$ cat config.mk
export PLATFORM = sky130hd
export DESIGN_NAME = phyec_regs
export DESIGN_NICKNAME = d
export VERILOG_FILES = /design/src/rtl/phyec_pkg.sv /design/src/rtl/phyec_sat_counter.sv /design/src/rtl/phyec_desc_timer.sv /design/src/rtl/phyec_regs.sv
export SDC_FILE = /design/constraint.sdc
export NUM_CORES = 1
export LEC_CHECK = 0
export ABC_AREA = 1
export BUFFER_PORTS_ARGS = -buffer_cell sky130_fd_sc_hd__buf_2
export CORE_AREA = 2 2 81 83
export DETAILED_ROUTE_END_ITERATION = 8
export DIE_AREA = 0 0 83 85
export GPL_ROUTABILITY_DRIVEN = 0
export PLACE_DENSITY = 0.77
export SLEW_MARGIN = 5
export SYNTH_ARGS = -nofsm -noshare
export SYNTH_HDL_FRONTEND = slang
export SYNTH_SLANG_ARGS = --single-unit
$ cat constraint.sdc
create_clock -name ref_clk -period 2.05 [get_ports ref_clk]
set_input_delay 0.1025 -clock ref_clk [delete_from_list [all_inputs] [get_ports ref_clk]]
set_output_delay 0.1025 -clock ref_clk [all_outputs]
set_load 0.005 [all_outputs]
$ cat src/rtl/phyec_pkg.sv
// package of the phy event counter and pcs configuration block
// assumes a 25 MHz ref_clk and a 5-bit management register address
package phyec_pkg;

  // ==========================================================
  // bus shape
  localparam int ADDR_W = 5;   // register address width
  localparam int DATA_W = 16;  // register data width
  localparam int CNT_W  = 8;   // event counter width

  // ==========================================================
  // register offsets
  localparam logic [4:0] OFS_FALSE_CARRIER = 5'h14;  // false_carrier_count
  localparam logic [4:0] OFS_RX_ERROR      = 5'h15;  // receive_error_count
  localparam logic [4:0] OFS_PCS_CONFIG    = 5'h16;  // pcs_sublayer_config
  localparam logic [4:0] OFS_IRQ_STATUS    = 5'h18;  // event status, write one to clear
  localparam logic [4:0] OFS_IRQ_MASK      = 5'h19;  // event mask, one enables

  // ==========================================================
  // pcs_sublayer_config field positions
  localparam int CFG_TX_SILENT   = 10;  // transmit_silent_enable
  localparam int CFG_FORCE_SD    = 9;   // force_signal_detect
  localparam int CFG_SD_ALGO     = 8;   // signal_detect_algorithm
  localparam int CFG_DESCRAMBLER_TIMEOUT_SELECT   = 7;   // descrambler_timeout_select
  localparam int CFG_FORCE_100   = 5;   // force 100 Mb/s link good
  localparam int CFG_NRZI_BYPASS = 2;   // nrzi bypass
  localparam logic [15:0] CFG_RESET = 16'h0100;  // only the algorithm bit set
  localparam logic [15:0] CFG_WMASK = 16'h07A4;  // bits that hold a value

  // ==========================================================
  // interrupt status / mask field positions
  localparam int IRQ_W        = 3;
  localparam int IRQ_FC       = 0;  // false carrier event
  localparam int IRQ_RXERR    = 1;  // receive error counted
  localparam int IRQ_SYNCLOST = 2;  // descrambler timeout
  localparam logic [2:0] IRQ_MASK_RESET = 3'h0;

  // ==========================================================
  // timing
  localparam int CLK_PERIOD_NS = 40;       // 25 MHz
  localparam int DESC_SHORT_NS = 722000;   // 722 us
  localparam int DESC_LONG_NS  = 2000000;  // 2 ms
  localparam int DESC_SHORT_CYC = DESC_SHORT_NS / CLK_PERIOD_NS;
  localparam int DESC_LONG_CYC  = DESC_LONG_NS / CLK_PERIOD_NS;
  localparam int DESC_CNT_W     = 16;      // holds both counts

  // receive error tracker states
  typedef enum logic [0:0] {RX_IDLE, RX_CARRIER} phyec_rx_state_t;

endpackage

$ cat src/rtl/phyec_sat_counter.sv
// saturating event counter with clear-on-read
// assumes inc and clr come from logic on ref_clk
`timescale 1ns/1ps
module phyec_sat_counter
  import phyec_pkg::*;
#(
  parameter int W = CNT_W
)(
  input  wire logic         ref_clk,
  input  wire logic         arst_n,
  input  wire logic         inc,      // one-cycle event pulse
  input  wire logic         clr,      // one-cycle read clear
  output logic [W-1:0]      count_q   // current tally
);
  localparam logic [W-1:0] MAXV = '1;

  // ==========================================================
  // counter: a clear still keeps an event of the same cycle
  always_ff @(posedge ref_clk or negedge arst_n)
  begin
    if (!arst_n)
      count_q <= '0;
    else if (clr)
      count_q <= inc ? W'(1) : '0;  // RULE3
    else if (inc && count_q != MAXV)  // RULE2 RULE8
      count_q <= count_q + W'(1);  // RULE1
  end

  chk_count_inc: assert property (@(posedge ref_clk) disable iff (!arst_n) // RULE1
    inc && !clr && count_q != MAXV |=> count_q == $past(count_q) + W'(1))
    else $error("counter did not advance");
  chk_sat_hold: assert property (@(posedge ref_clk) disable iff (!arst_n) // RULE2 RULE8
    count_q == MAXV && !clr |=> count_q == MAXV)
    else $error("counter left full scale");
endmodule

$ cat src/rtl/phyec_desc_timer.sv
// descrambler loss-of-sync timer with two selectable lengths
// assumes sync_seen is a pulse from the descrambler on ref_clk
`timescale 1ns/1ps
module phyec_desc_timer
  import phyec_pkg::*;
#(
  parameter int SHORT_CYC = DESC_SHORT_CYC,
  parameter int LONG_CYC  = DESC_LONG_CYC
)(
  input  wire logic ref_clk,
  input  wire logic arst_n,
  input  wire logic long_sel,   // 1 selects the long timeout
  input  wire logic sync_seen,  // restarts the wait
  output logic      lost_q      // one-cycle timeout pulse
);
  logic [DESC_CNT_W-1:0] cnt_q;    // cycles since last sync
  logic [DESC_CNT_W-1:0] limit;    // active timeout length

  assign limit = long_sel ? DESC_CNT_W'(LONG_CYC - 1) : DESC_CNT_W'(SHORT_CYC - 1);

  // ==========================================================
  // count cycles, wrap and pulse on expiry
  always_ff @(posedge ref_clk or negedge arst_n)
  begin
    if (!arst_n)
    begin
      cnt_q  <= '0;
      lost_q <= 1'b0;
    end
    else
    begin
      lost_q <= 1'b0;
      if (sync_seen)
        cnt_q <= '0;
      else if (cnt_q >= limit)
      begin
        cnt_q  <= '0;
        lost_q <= 1'b1;  // RULE12
      end
      else
        cnt_q <= cnt_q + DESC_CNT_W'(1);
    end
  end

  chk_timeout_len: assert property (@(posedge ref_clk) disable iff (!arst_n) // RULE12
    lost_q |-> $past(cnt_q) == $past(limit))
    else $error("timeout at wrong count");
endmodule

$ cat src/rtl/phyec_regs.sv
// phy event counters and pcs sub-layer configuration registers
// assumes event inputs come from receive logic on ref_clk and a
// management port with read data one cycle after the read strobe
//
// Operation
// [RULE1] false carrier tally counts each false carrier
// [RULE2] false carrier tally sticks at all ones
// [RULE3] counters read-only, reset zero, cleared by read
// [RULE4] unused upper bits ignore writes, read zero
// [RULE5] count invalid symbol during valid carrier
// [RULE6] at most one count per carrier event
// [RULE7] no count when collision during carrier
// [RULE8] receive error tally saturates, never wraps
// [RULE9] bit 10 selects transmit true quiet
// [RULE10] bit 9 forces signal detect active
// [RULE11] bit 8 picks enhanced detect, resets one
// [RULE12] bit 7 lengthens descrambler timeout
// [RULE13] bit 5 forces 100 Mb/s link good
// [RULE14] bit 2 bypasses the nrzi stage
// [RULE15] software keeps reserved config bits zero; the bench writes bits 15:13 set in its config words
//
// Added by the designer: the plain strobed port.
`timescale 1ns/1ps
module phyec_regs
  import phyec_pkg::*;
#(
  parameter int SHORT_CYC = DESC_SHORT_CYC,  // short descrambler timeout
  parameter int LONG_CYC  = DESC_LONG_CYC    // long descrambler timeout
)(
  input  wire logic              ref_clk,
  input  wire logic              arst_n,
  input  wire logic [ADDR_W-1:0] reg_addr,
  input  wire logic [DATA_W-1:0] reg_wdata,
  input  wire logic              reg_wr,
  input  wire logic              reg_rd,
  output logic      [DATA_W-1:0] reg_rdata,
  input  wire logic              false_carrier_evt,
  input  wire logic              carrier_valid,
  input  wire logic              invalid_symbol,
  input  wire logic              collision,
  input  wire logic              sd_raw,
  input  wire logic              link100_raw,
  input  wire logic              desc_sync_seen,
  output logic                   transmit_silent_enable,
  output logic                   force_signal_detect,
  output logic                   signal_detect_algorithm,
  output logic                   descrambler_timeout_select,
  output logic                   nrzi_bypass,
  output logic                   signal_detect,
  output logic                   link100_good,
  output logic                   desc_sync_lost,
  output logic                   irq
);

  // ==========================================================
  // declarations
  logic [DATA_W-1:0] cfg_q;            // configuration register
  logic [IRQ_W-1:0]  irq_stat_q;       // sticky event bits
  logic [IRQ_W-1:0]  irq_mask_q;       // interrupt enables
  logic [IRQ_W-1:0]  irq_evt;          // this cycle's events
  logic [DATA_W-1:0] rdata_d;          // read mux result
  logic [CNT_W-1:0]  fc_tally;         // false_carrier_tally
  logic [CNT_W-1:0]  rx_tally;         // receive_symbol_error_tally
  logic              fc_clr;           // read of false carrier count
  logic              rx_clr;           // read of receive error count
  logic              rx_inc;           // one count per carrier event
  logic              err_seen_q;       // invalid symbol in this carrier
  logic              col_seen_q;       // collision in this carrier
  logic              sync_lost;        // timer expiry pulse
  phyec_rx_state_t   rx_state_q;       // carrier tracker state
  phyec_rx_state_t   rx_state_d;       // next tracker state

  // ==========================================================
  // clear-on-read strobes
  // a read strobe on a counter's offset clears that counter, leaving 1 when an event lands in the same cycle
  assign fc_clr = reg_rd && reg_addr == OFS_FALSE_CARRIER;  // RULE3
  assign rx_clr = reg_rd && reg_addr == OFS_RX_ERROR;       // RULE3

  // ==========================================================
  // false carrier tally
  phyec_sat_counter #(
    .W       (CNT_W)
  ) u_fc_cnt (
    .ref_clk (ref_clk),
    .arst_n  (arst_n),
    .inc     (false_carrier_evt),  // RULE1
    .clr     (fc_clr),
    .count_q (fc_tally)
  );

  // ==========================================================
  // carrier event tracker
  // next state follows the carrier level
  always_comb
  begin
    rx_state_d = rx_state_q;
    case (rx_state_q)
      RX_IDLE:
      begin
        // carrier starts a new event
        if (carrier_valid)
          rx_state_d = RX_CARRIER;
      end
      RX_CARRIER:
      begin
        // carrier end closes the event
        if (!carrier_valid)
          rx_state_d = RX_IDLE;
      end
      default:
        rx_state_d = RX_IDLE;
    endcase
  end

  // state register
  always_ff @(posedge ref_clk or negedge arst_n)
  begin
    if (!arst_n)
      rx_state_q <= RX_IDLE;
    else
      rx_state_q <= rx_state_d;
  end

  // remember an invalid symbol seen while the carrier is valid
  always_ff @(posedge ref_clk or negedge arst_n)
  begin
    if (!arst_n)
      err_seen_q <= 1'b0;
    else if (!carrier_valid)
      err_seen_q <= 1'b0;  // new event starts clean
    else if (invalid_symbol)
      err_seen_q <= 1'b1;  // RULE5
  end

  // remember a collision anywhere in the carrier event
  always_ff @(posedge ref_clk or negedge arst_n)
  begin
    if (!arst_n)
      col_seen_q <= 1'b0;
    else if (!carrier_valid)
      col_seen_q <= 1'b0;
    else if (collision)
      col_seen_q <= 1'b1;  // RULE7
  end

  // commit once, at the end of the carrier; deciding at the end
  // lets a late collision still veto the count
  assign rx_inc = rx_state_q == RX_CARRIER && !carrier_valid
                  && err_seen_q && !col_seen_q;  // RULE5 RULE6 RULE7

  // ==========================================================
  // receive error tally
  phyec_sat_counter #(
    .W       (CNT_W)
  ) u_rx_cnt (
    .ref_clk (ref_clk),
    .arst_n  (arst_n),
    .inc     (rx_inc),  // RULE8
    .clr     (rx_clr),
    .count_q (rx_tally)
  );

  // ==========================================================
  // pcs sub-layer configuration, only defined bits hold a value
  always_ff @(posedge ref_clk or negedge arst_n)
  begin
    if (!arst_n)
      cfg_q <= CFG_RESET;  // RULE11
    else if (reg_wr && reg_addr == OFS_PCS_CONFIG)
      cfg_q <= reg_wdata & CFG_WMASK;  // RULE4
  end

  // configuration outputs
  assign transmit_silent_enable     = cfg_q[CFG_TX_SILENT];    // RULE9
  assign force_signal_detect        = cfg_q[CFG_FORCE_SD];     // RULE10
  assign signal_detect_algorithm    = cfg_q[CFG_SD_ALGO];      // RULE11
  assign descrambler_timeout_select = cfg_q[CFG_DESCRAMBLER_TIMEOUT_SELECT];    // RULE12
  assign nrzi_bypass                = cfg_q[CFG_NRZI_BYPASS];  // RULE14

  // forced indications override the measured ones
  assign signal_detect = sd_raw | cfg_q[CFG_FORCE_SD];         // RULE10
  assign link100_good  = link100_raw | cfg_q[CFG_FORCE_100];   // RULE13

  // ==========================================================
  // descrambler timeout
  phyec_desc_timer #(
    .SHORT_CYC (SHORT_CYC),
    .LONG_CYC  (LONG_CYC)
  ) u_desc (
    .ref_clk   (ref_clk),
    .arst_n    (arst_n),
    .long_sel  (cfg_q[CFG_DESCRAMBLER_TIMEOUT_SELECT]),  // RULE12
    .sync_seen (desc_sync_seen),
    .lost_q    (sync_lost)
  );
  assign desc_sync_lost = sync_lost;

  // ==========================================================
  // interrupt status and mask
  // bit 0 false carrier, bit 1 receive error, bit 2 sync lost
  assign irq_evt = {sync_lost, rx_inc, false_carrier_evt};

  // sticky bits: an event in a clearing cycle survives
  always_ff @(posedge ref_clk or negedge arst_n)
  begin
    if (!arst_n)
      irq_stat_q <= '0;
    else if (reg_wr && reg_addr == OFS_IRQ_STATUS)
      irq_stat_q <= (irq_stat_q & ~reg_wdata[IRQ_W-1:0]) | irq_evt;
    else
      irq_stat_q <= irq_stat_q | irq_evt;
  end

  // mask register
  always_ff @(posedge ref_clk or negedge arst_n)
  begin
    if (!arst_n)
      irq_mask_q <= IRQ_MASK_RESET;
    else if (reg_wr && reg_addr == OFS_IRQ_MASK)
      irq_mask_q <= reg_wdata[IRQ_W-1:0];
  end

  // level interrupt
  assign irq = |(irq_stat_q & irq_mask_q);

  // ==========================================================
  // read path: mux, then register for the next cycle
  // unmapped offsets and unused bits read zero
  always_comb
  begin
    rdata_d = '0;
    case (reg_addr)
      OFS_FALSE_CARRIER:
        rdata_d = {{(DATA_W-CNT_W){1'b0}}, fc_tally};  // RULE4
      OFS_RX_ERROR:
        rdata_d = {{(DATA_W-CNT_W){1'b0}}, rx_tally};  // RULE4
      OFS_PCS_CONFIG:
        rdata_d = cfg_q;  // upper bits never stored
      OFS_IRQ_STATUS:
        rdata_d = {{(DATA_W-IRQ_W){1'b0}}, irq_stat_q};
      OFS_IRQ_MASK:
        rdata_d = {{(DATA_W-IRQ_W){1'b0}}, irq_mask_q};
      default:
        rdata_d = '0;  // unmapped reads zero
    endcase
  end

  // read data stands only in the cycle after the strobe
  always_ff @(posedge ref_clk or negedge arst_n)
  begin
    if (!arst_n)
      reg_rdata <= '0;
    else if (reg_rd)
      reg_rdata <= rdata_d;
    else
      reg_rdata <= '0;
  end

  // ==========================================================
  // checks, all on ref_clk and quiet while reset is low

  // a read of the false carrier count clears it
  chk_cor_clear: assert property (@(posedge ref_clk) disable iff (!arst_n) // RULE3
    fc_clr && !false_carrier_evt |=> fc_tally == '0)
    else $error("false carrier tally not cleared by read");

  // a read returns the false carrier tally held before the clear
  chk_fc_read: assert property (@(posedge ref_clk) disable iff (!arst_n) // RULE3
    fc_clr |=> reg_rdata[CNT_W-1:0] == $past(fc_tally))
    else $error("read did not return false carrier tally");

  // a read returns the receive error tally held before the clear
  chk_read_old: assert property (@(posedge ref_clk) disable iff (!arst_n) // RULE3
    rx_clr |=> reg_rdata[CNT_W-1:0] == $past(rx_tally))
    else $error("read did not return tally before clear");

  // read data stands for one cycle only, zero otherwise
  chk_rdata_idle: assert property (@(posedge ref_clk) disable iff (!arst_n)
    !reg_rd |=> reg_rdata == '0)
    else $error("read data outside the answer cycle");

  // config bits 15:13 read zero
  chk_cfg_upper: assert property (@(posedge ref_clk) disable iff (!arst_n) // RULE4
    reg_rd && reg_addr == OFS_PCS_CONFIG |=> reg_rdata[15:13] == 3'h0)
    else $error("config upper bits not zero");

  // upper counter bits read zero
  chk_cnt_upper: assert property (@(posedge ref_clk) disable iff (!arst_n) // RULE4
    reg_rd && (reg_addr == OFS_RX_ERROR || reg_addr == OFS_FALSE_CARRIER)
    |=> reg_rdata[15:8] == 8'h00)
    else $error("counter upper bits not zero");

  // a bad symbol in a clean carrier is counted at its end
  chk_rx_cause: assert property (@(posedge ref_clk) disable iff (!arst_n) // RULE5
    carrier_valid && invalid_symbol && !collision && !col_seen_q
    ##1 !carrier_valid |-> rx_inc)
    else $error("receive error not counted");

  // every count lands in the tally, even beside a read clear
  chk_rx_tally: assert property (@(posedge ref_clk) disable iff (!arst_n) // RULE5
    rx_inc |=> rx_tally != '0)
    else $error("receive error count lost");

  // a count closes the carrier event and is not repeated
  chk_rx_once: assert property (@(posedge ref_clk) disable iff (!arst_n) // RULE6
    rx_inc |-> $past(carrier_valid) && !carrier_valid ##1 !rx_inc)
    else $error("second count in one carrier event");

  // a collision in the next-to-last carrier cycle vetoes the count
  chk_rx_coll: assert property (@(posedge ref_clk) disable iff (!arst_n) // RULE7
    carrier_valid && collision ##1 carrier_valid [*1] ##1 !carrier_valid
    |-> !rx_inc)
    else $error("count despite collision");

  // each event leaves its status bit set, even through a clear
  chk_stat_set: assert property (@(posedge ref_clk) disable iff (!arst_n)
    irq_evt != '0 |=> (irq_stat_q & $past(irq_evt)) == $past(irq_evt))
    else $error("event lost from status");

  // writing ones clears those status bits when no event arrives
  chk_irq_clear: assert property (@(posedge ref_clk) disable iff (!arst_n)
    reg_wr && reg_addr == OFS_IRQ_STATUS && irq_evt == '0
    |=> (irq_stat_q & $past(reg_wdata[IRQ_W-1:0])) == '0)
    else $error("status bits not cleared by write");

  // forced signal detect
  chk_sd_force: assert property (@(posedge ref_clk) disable iff (!arst_n) // RULE10
    reg_wr && reg_addr == OFS_PCS_CONFIG && reg_wdata[CFG_FORCE_SD]
    |=> signal_detect && force_signal_detect)
    else $error("signal detect not forced");

  // forced link good
  chk_link_force: assert property (@(posedge ref_clk) disable iff (!arst_n) // RULE13
    reg_wr && reg_addr == OFS_PCS_CONFIG && reg_wdata[CFG_FORCE_100]
    |=> link100_good)
    else $error("100 Mb/s link not forced good");

  // written true quiet and nrzi bypass bits appear on the outputs
  chk_cfg_write: assert property (@(posedge ref_clk) disable iff (!arst_n) // RULE9 RULE14
    reg_wr && reg_addr == OFS_PCS_CONFIG
    |=> transmit_silent_enable == $past(reg_wdata[CFG_TX_SILENT])
        && nrzi_bypass == $past(reg_wdata[CFG_NRZI_BYPASS]))
    else $error("config write not applied");

endmodule

After elaboration in Yosys (flattened, before gate mapping)
Index checks and enable logic that the tools add are counted.
{ "word_totals": {"reg_bits": 64, "latch_bits": 0, "ram_bits": 0, "romBits": 0, "in_bits": 32, "wordCells": 65, "mem_count": 0} }
{ "op_classes": {"n_addsub": 3, "multipliers": 0, "div_mod_pow": 0, "n_lt_le_gt_ge": 1, "eq_ne": 9, "shift": 0, "mux": 19, "n_bitwise": 7, "n_reduce_logical": 15} }
{ "op_table": {"columns": ["operator", "count"], "rows": [
  ["2-to-1 mux 16 bit", 4],
  ["case mux 11 bit (5 select lines)", 1],
  ["2-to-1 mux 8 bit", 4],
  ["equality test 5 bit (second input constant)", 5],
  ["adder 16 x 1 -> 16 bit (second input constant)", 1],
  ["adder 8 x 1 -> 8 bit (second input constant)", 2],
  [">= comparator 16 bit", 1],
  ["inequality test 8 bit (second input constant)", 2],
  ["logical AND 1 bit", 10],
  ["2-to-1 mux 1 bit", 9],
  ["bitwise AND 3 bit", 2],
  ["OR 3 bit", 2],
  ["inequality test 2 x 1 -> 1 bit (second input constant)", 2],
  ["nonzero test 2 bit", 2],
  ["2-to-1 mux 3 bit", 1],
  ["NOT 3 bit", 1],
  ["OR reduction 3 bit", 1],
  ["zero test 1 bit", 2],
  ["OR 1 bit", 2]
]} }

Longest topological paths before layout
{ "depth": {"word_depth": 7, "depth_mapped": 10, "mapped_depth_nobuf": 9} }

Modules after synthesis
From an unflattened synthesis, not the netlist that was laid out.
{ "unflattened": {"hier_cells": 455, "area_unflattened_um2": 3452.1} }
{ "modules_own_cells": {"columns": ["mod", "n_inst", "cells_each", "area_per_inst_um2", "seq_area_each_um2"], "rows": [
  ["phyec_regs", 1, 158, 1268.7, 651.9],
  ["phyec_desc_timer", 1, 159, 1144.8, 425.4],
  ["phyec_sat_counter", 2, 69, 519.2, 200.2]
]} }

Worst setup path before layout
OpenSTA, ideal clock, no wires.
{ "synth_path": {"path_kind": "flip-flop to flip-flop", "from": "register cfg_q[7]", "to": "register u_desc.cnt_q[5]", "setup_ns": 0.121, "arrival_time_ns": 1.485, "slack_ns": 0.445, "stages_incl_launch_ff": 11, "n_path_buf": 1, "period_less_slack_ns": 1.605, "cell_sequence": "dfrtp_1 inv_1 ha_1 nand2_1 nor2_1 nand2_1 nor2_1 nand2_1 nand3_4 buf_8 nor2_2"} }
{ "synth_via": {"elab_chain_len": 4} }
{ "synth_lines": {"columns": ["element", "line_no", "text"], "rows": [
  ["start: declaration", "phyec_regs.sv:57", "logic [DATA_W-1:0] cfg_q;"],
  ["start signal: assignment", "phyec_regs.sv:170", "cfg_q <= reg_wdata & CFG_WMASK;"],
  ["2-to-1 mux 16 bit", "phyec_desc_timer.sv:19", "assign limit = long_sel ? DESC_CNT_W'(LONG_CYC - 1) : DESC_CNT_W'(SHORT_CYC - 1);"],
  [">= comparator 16 bit", "phyec_desc_timer.sv:35", "else if (cnt_q >= limit)"],
  ["2-to-1 mux 16 bit", "phyec_desc_timer.sv:35", null],
  ["2-to-1 mux 16 bit", "phyec_desc_timer.sv:33", "if (sync_seen)"],
  ["end signal: assignment", "phyec_desc_timer.sv:41", "cnt_q <= cnt_q + DESC_CNT_W'(1);"],
  ["end: declaration", "phyec_desc_timer.sv:16", "logic [DESC_CNT_W-1:0] cnt_q;"]
]} }
Every way passes these cells.
A chain may end at the register's enable or synchronous reset.

Worst setup path after layout
{ "layout_path": {"from": "register cfg_q[7]", "to": "register u_desc.cnt_q[4]"} }
Same word-level chain as after synthesis.

==> impl_metrics.json <==
{
  "power_frac_seq_pct": 47.2,
  "cts_root_buffer": "clkbuf_8",
  "cap_viol_max_count": 0,
  "fp.dieH_um": 85,
  "first_global_vias": 2615,
  "clk_latency_ns": 0.34,
  "finalMaxSlewViolations": 0,
  "crit_fanout": 16,
  "grt_pass1_wl_um": 11300,
  "clockBufferDepth": 2,
  "maxSlewHeadroom_pct": 63.8,
  "peakVddDrop_mv": 0.466,
  "cts_tree": "built",
  "cts_buffers": 9,
  "critPathArrivalTime_ns": 2.07,
  "antenna_found_initial": 0,
  "r2r_slack_ns": 0.24,
  "dr.pass1.iters": 4,
  "worst_pin_slew_ns": 0.542,
  "finalHoldViolCount": 0,
  "grt_usage_pct": 19.9,
  "grt_max_degree": 38,
  "grt_setup_unrepaired": "false",
  "pwr-share-comb_pct": 15.2,
  "power.share.clock_pct": 37.6,
  "p_leak_nw": 2.04,
  "ys_warn_count": 0,
  "synth.avg_cell_area_sq_um": 7.86,
  "status": "completed",
  "clk_pin_slew_ns": 0.06,
  "switching_power_mw": 0.837,
  "start_util_pct": 53.7,
  "synthTopCellsByArea": "dfrtp_1, nand2_1, nand3_1",
  "drtAntennaViolNets": 0,
  "core_sq_um": 6200,
  "fin_skew_ns": 0.0118,
  "dp_hpwl_um": 4820,
  "num_vias": 2853,
  "layout-drive-gt1-share_pct": 18.4,
  "dieArea_sq_um": 7060,
  "criticalPathCategory": "reg -> reg",
  "die_w_um": 83,
  "ios": 57,
  "finalCritPeriodShare_pct": 88.1,
  "num_antenna_cells": 0,
  "synth_area_sq_um": 3330,
  "fin_nets": 527,
  "area_growth_pct": 17.3,
  "ys_seq_elements": 59,
  "ys_types": 32,
  "gr-total-overflow": 0,
  "endpoint_kind": "register",
  "rows": 29,
  "cts_resized": 0,
  "hp-class": "in -> reg",
  "worstPathRequired_ns": 2.31,
  "fmax_mhz": 554,
  "cts_sinks": 59,
  "wl_um": 6570,
  "wl_per_cell_um": 11.6,
  "viasPerCell": 5.04,
  "yosysSeqAreaShare_pct": 44.3,
  "powerDensity_nw_per_um2": 773,
  "synth.top_cell.area_share_pct": 43.5,
  "drt_iter0_markers": 140,
  "fin_tns_setup_ns": 0,
  "internal_power_mw": 2.19,
  "h-tree-depth": 3,
  "period_minus_slack_ns": 1.81,
  "power_mw": 3.02,
  "startpoint_type": "register",
  "switching_share_pct": 27.7,
  "synthCells": 424,
  "drc": 0,
  "port_buffers": 43,
  "synth_area_leader_cell": "dfrtp_1",
  "cts_setup_buffers": 0,
  "setup_viol": 0
}
-- layer usage --
layer  wire [um]  up-vias  track usage, %  part of all wire, %
met4         155        0            9.54                  2.4
li1            -     1448               -                    -
met2        3060       79            32.1                   47
met5           0        -               0                    0
met1        3060     1310            26.0                   47
met3         298       16            3.79                  4.5
-- registers in the layout, indices dropped and copies added (netlist names) --
signal,flops
reg_rdata,11
u_fc_cnt.count_q,8
col_seen_q,1
irq_stat_q,3
err_seen_q,1
u_desc.lost_q,1
cfg_q,6
irq_mask_q,3
u_desc.cnt_q,16
u_rx_cnt.count_q,8
rx_state_q,1
-- worst max-delay path: stages (launching register included) --
cell	delay, ns
dfrtp_1	0.43
inv_1	0.23
ha_1	0.29
nand2_1	0.07
inv_1	0.04
nor2_1	0.09
nand3_1	0.07
nand2_1	0.13
nand3_4	0.23
nor2_1	0.16
-- metrics by stage --
step,util [%],cell area [sq um],setup WS [ns],hold slack (ns),cells
floorplan,-,3350,0.445,-0.193,428
global placement,58.1,3600,0.254,0.114,541
detailed placement,58.1,3600,0.198,0.129,541
CTS,63.0,3910,0.179,0.00324,566
global route,63.0,3910,0.0196,0.0346,566
finish,63.0,3910,0.244,0.00786,566
-- logic make-up after synthesis --
kind of cell	after synthesis	synth area share, %
AOI/OAI and AO/OA	18	3.38
xor gates and xnor gates	19	4.99
adders and majority gates	11	4.13
buffers and inverters	58	8.07
DFF	59	44.3
other	1	0.113
and+or+nand+nor	258	35.0
-- layout by cell type (no fill, tap or decap), types with 2 or more instances in the layout --
| cell | count |
|---|---|
| dlygate4sd3_1 | 9 |
| nand2_1 | 120 |
| clkbuf_8 | 13 |
| o21ai_0 | 9 |
| nor3_2 | 2 |
| or2_2 | 2 |
| nor2_1 | 50 |
| dfrtp_1 | 58 |
| nor2_4 | 3 |
| inv_1 | 48 |
| nand4_1 | 6 |
| xnor2_1 | 6 |
| nor3_1 | 4 |
| clkbuf_1 | 2 |
| nand3_1 | 50 |
| ha_1 | 11 |
| nor2_2 | 13 |
| a21oi_1 | 5 |
| buf_2 | 43 |
| nand2_2 | 3 |
| xor2_1 | 13 |
| conb_1 | 5 |
-- power groups by stage --
stage                     registers, mW  logic (mW)  clock network (mW)
final                              1.43       0.459                1.14
after global routing               1.45       0.537                1.21
after CTS                          1.43       0.467                1.17
after detailed placement           1.45       0.451                   0
after global placement             1.44       0.428                   0
after floorplan                    1.42       0.311                   0
-- path summary, 6_finish.rpt --
| kind | from | endpoint | cells past startpoint |
|---|---|---|---|
| max | cfg_q[7] | u_desc.cnt_q[4] | 9 |
| max reg2reg | cfg_q[7] | u_desc.cnt_q[4] | 9 |
| min reg2reg | u_desc.lost_q | irq_stat_q[2] | 2 |
| min | reg_wdata[7] | cfg_q[7] | 3 |
| min in group asynchronous | arst_n | u_fc_cnt.count_q[4] | 2 |
| max in group asynchronous | arst_n | cfg_q[8] | 3 |
-- synthesized netlist by cell type --
cell        n
a21oi_1     5
a21oi_4     1
and2_1      1
buf_4       6
buf_6       2
buf_8       1
conb_1      1
dfrtp_1    58
dfstp_2     1
ha_1       11
inv_1      48
inv_4       1
nand2_1   120
nand2_2     3
nand2_4     1
nand3_1    50
nand3_2     1
nand3_4     1
nand4_1     6
nor2_1     50
nor2_2     13
nor2_4      3
nor3_1      4
nor3_2      2
o21ai_0     9
o21bai_1    1
o22ai_1     1
o22ai_2     1
or2_2       2
or2_4       1
xnor2_1     6
xor2_1     13
-- final cells by class --
type | instances | area (sq um)
clock buffers | 15 | 186
inverters | 49 | 186
repair buffers | 54 | 333
multi-input cells | 311 | 1600
well taps | 77 | 96.3
clock inverters | 1 | 30.0
flip-flops and latches | 59 | 1480
fillers | 539 | 2290
-- timing repair --
item | in CTS | in global routing
hold buffers | 9 | 0
setup endpoints to repair | 0 | 0
hold endpoints to repair | 30 | 0
No activity file was read; power rests on OpenSTA's default activity.
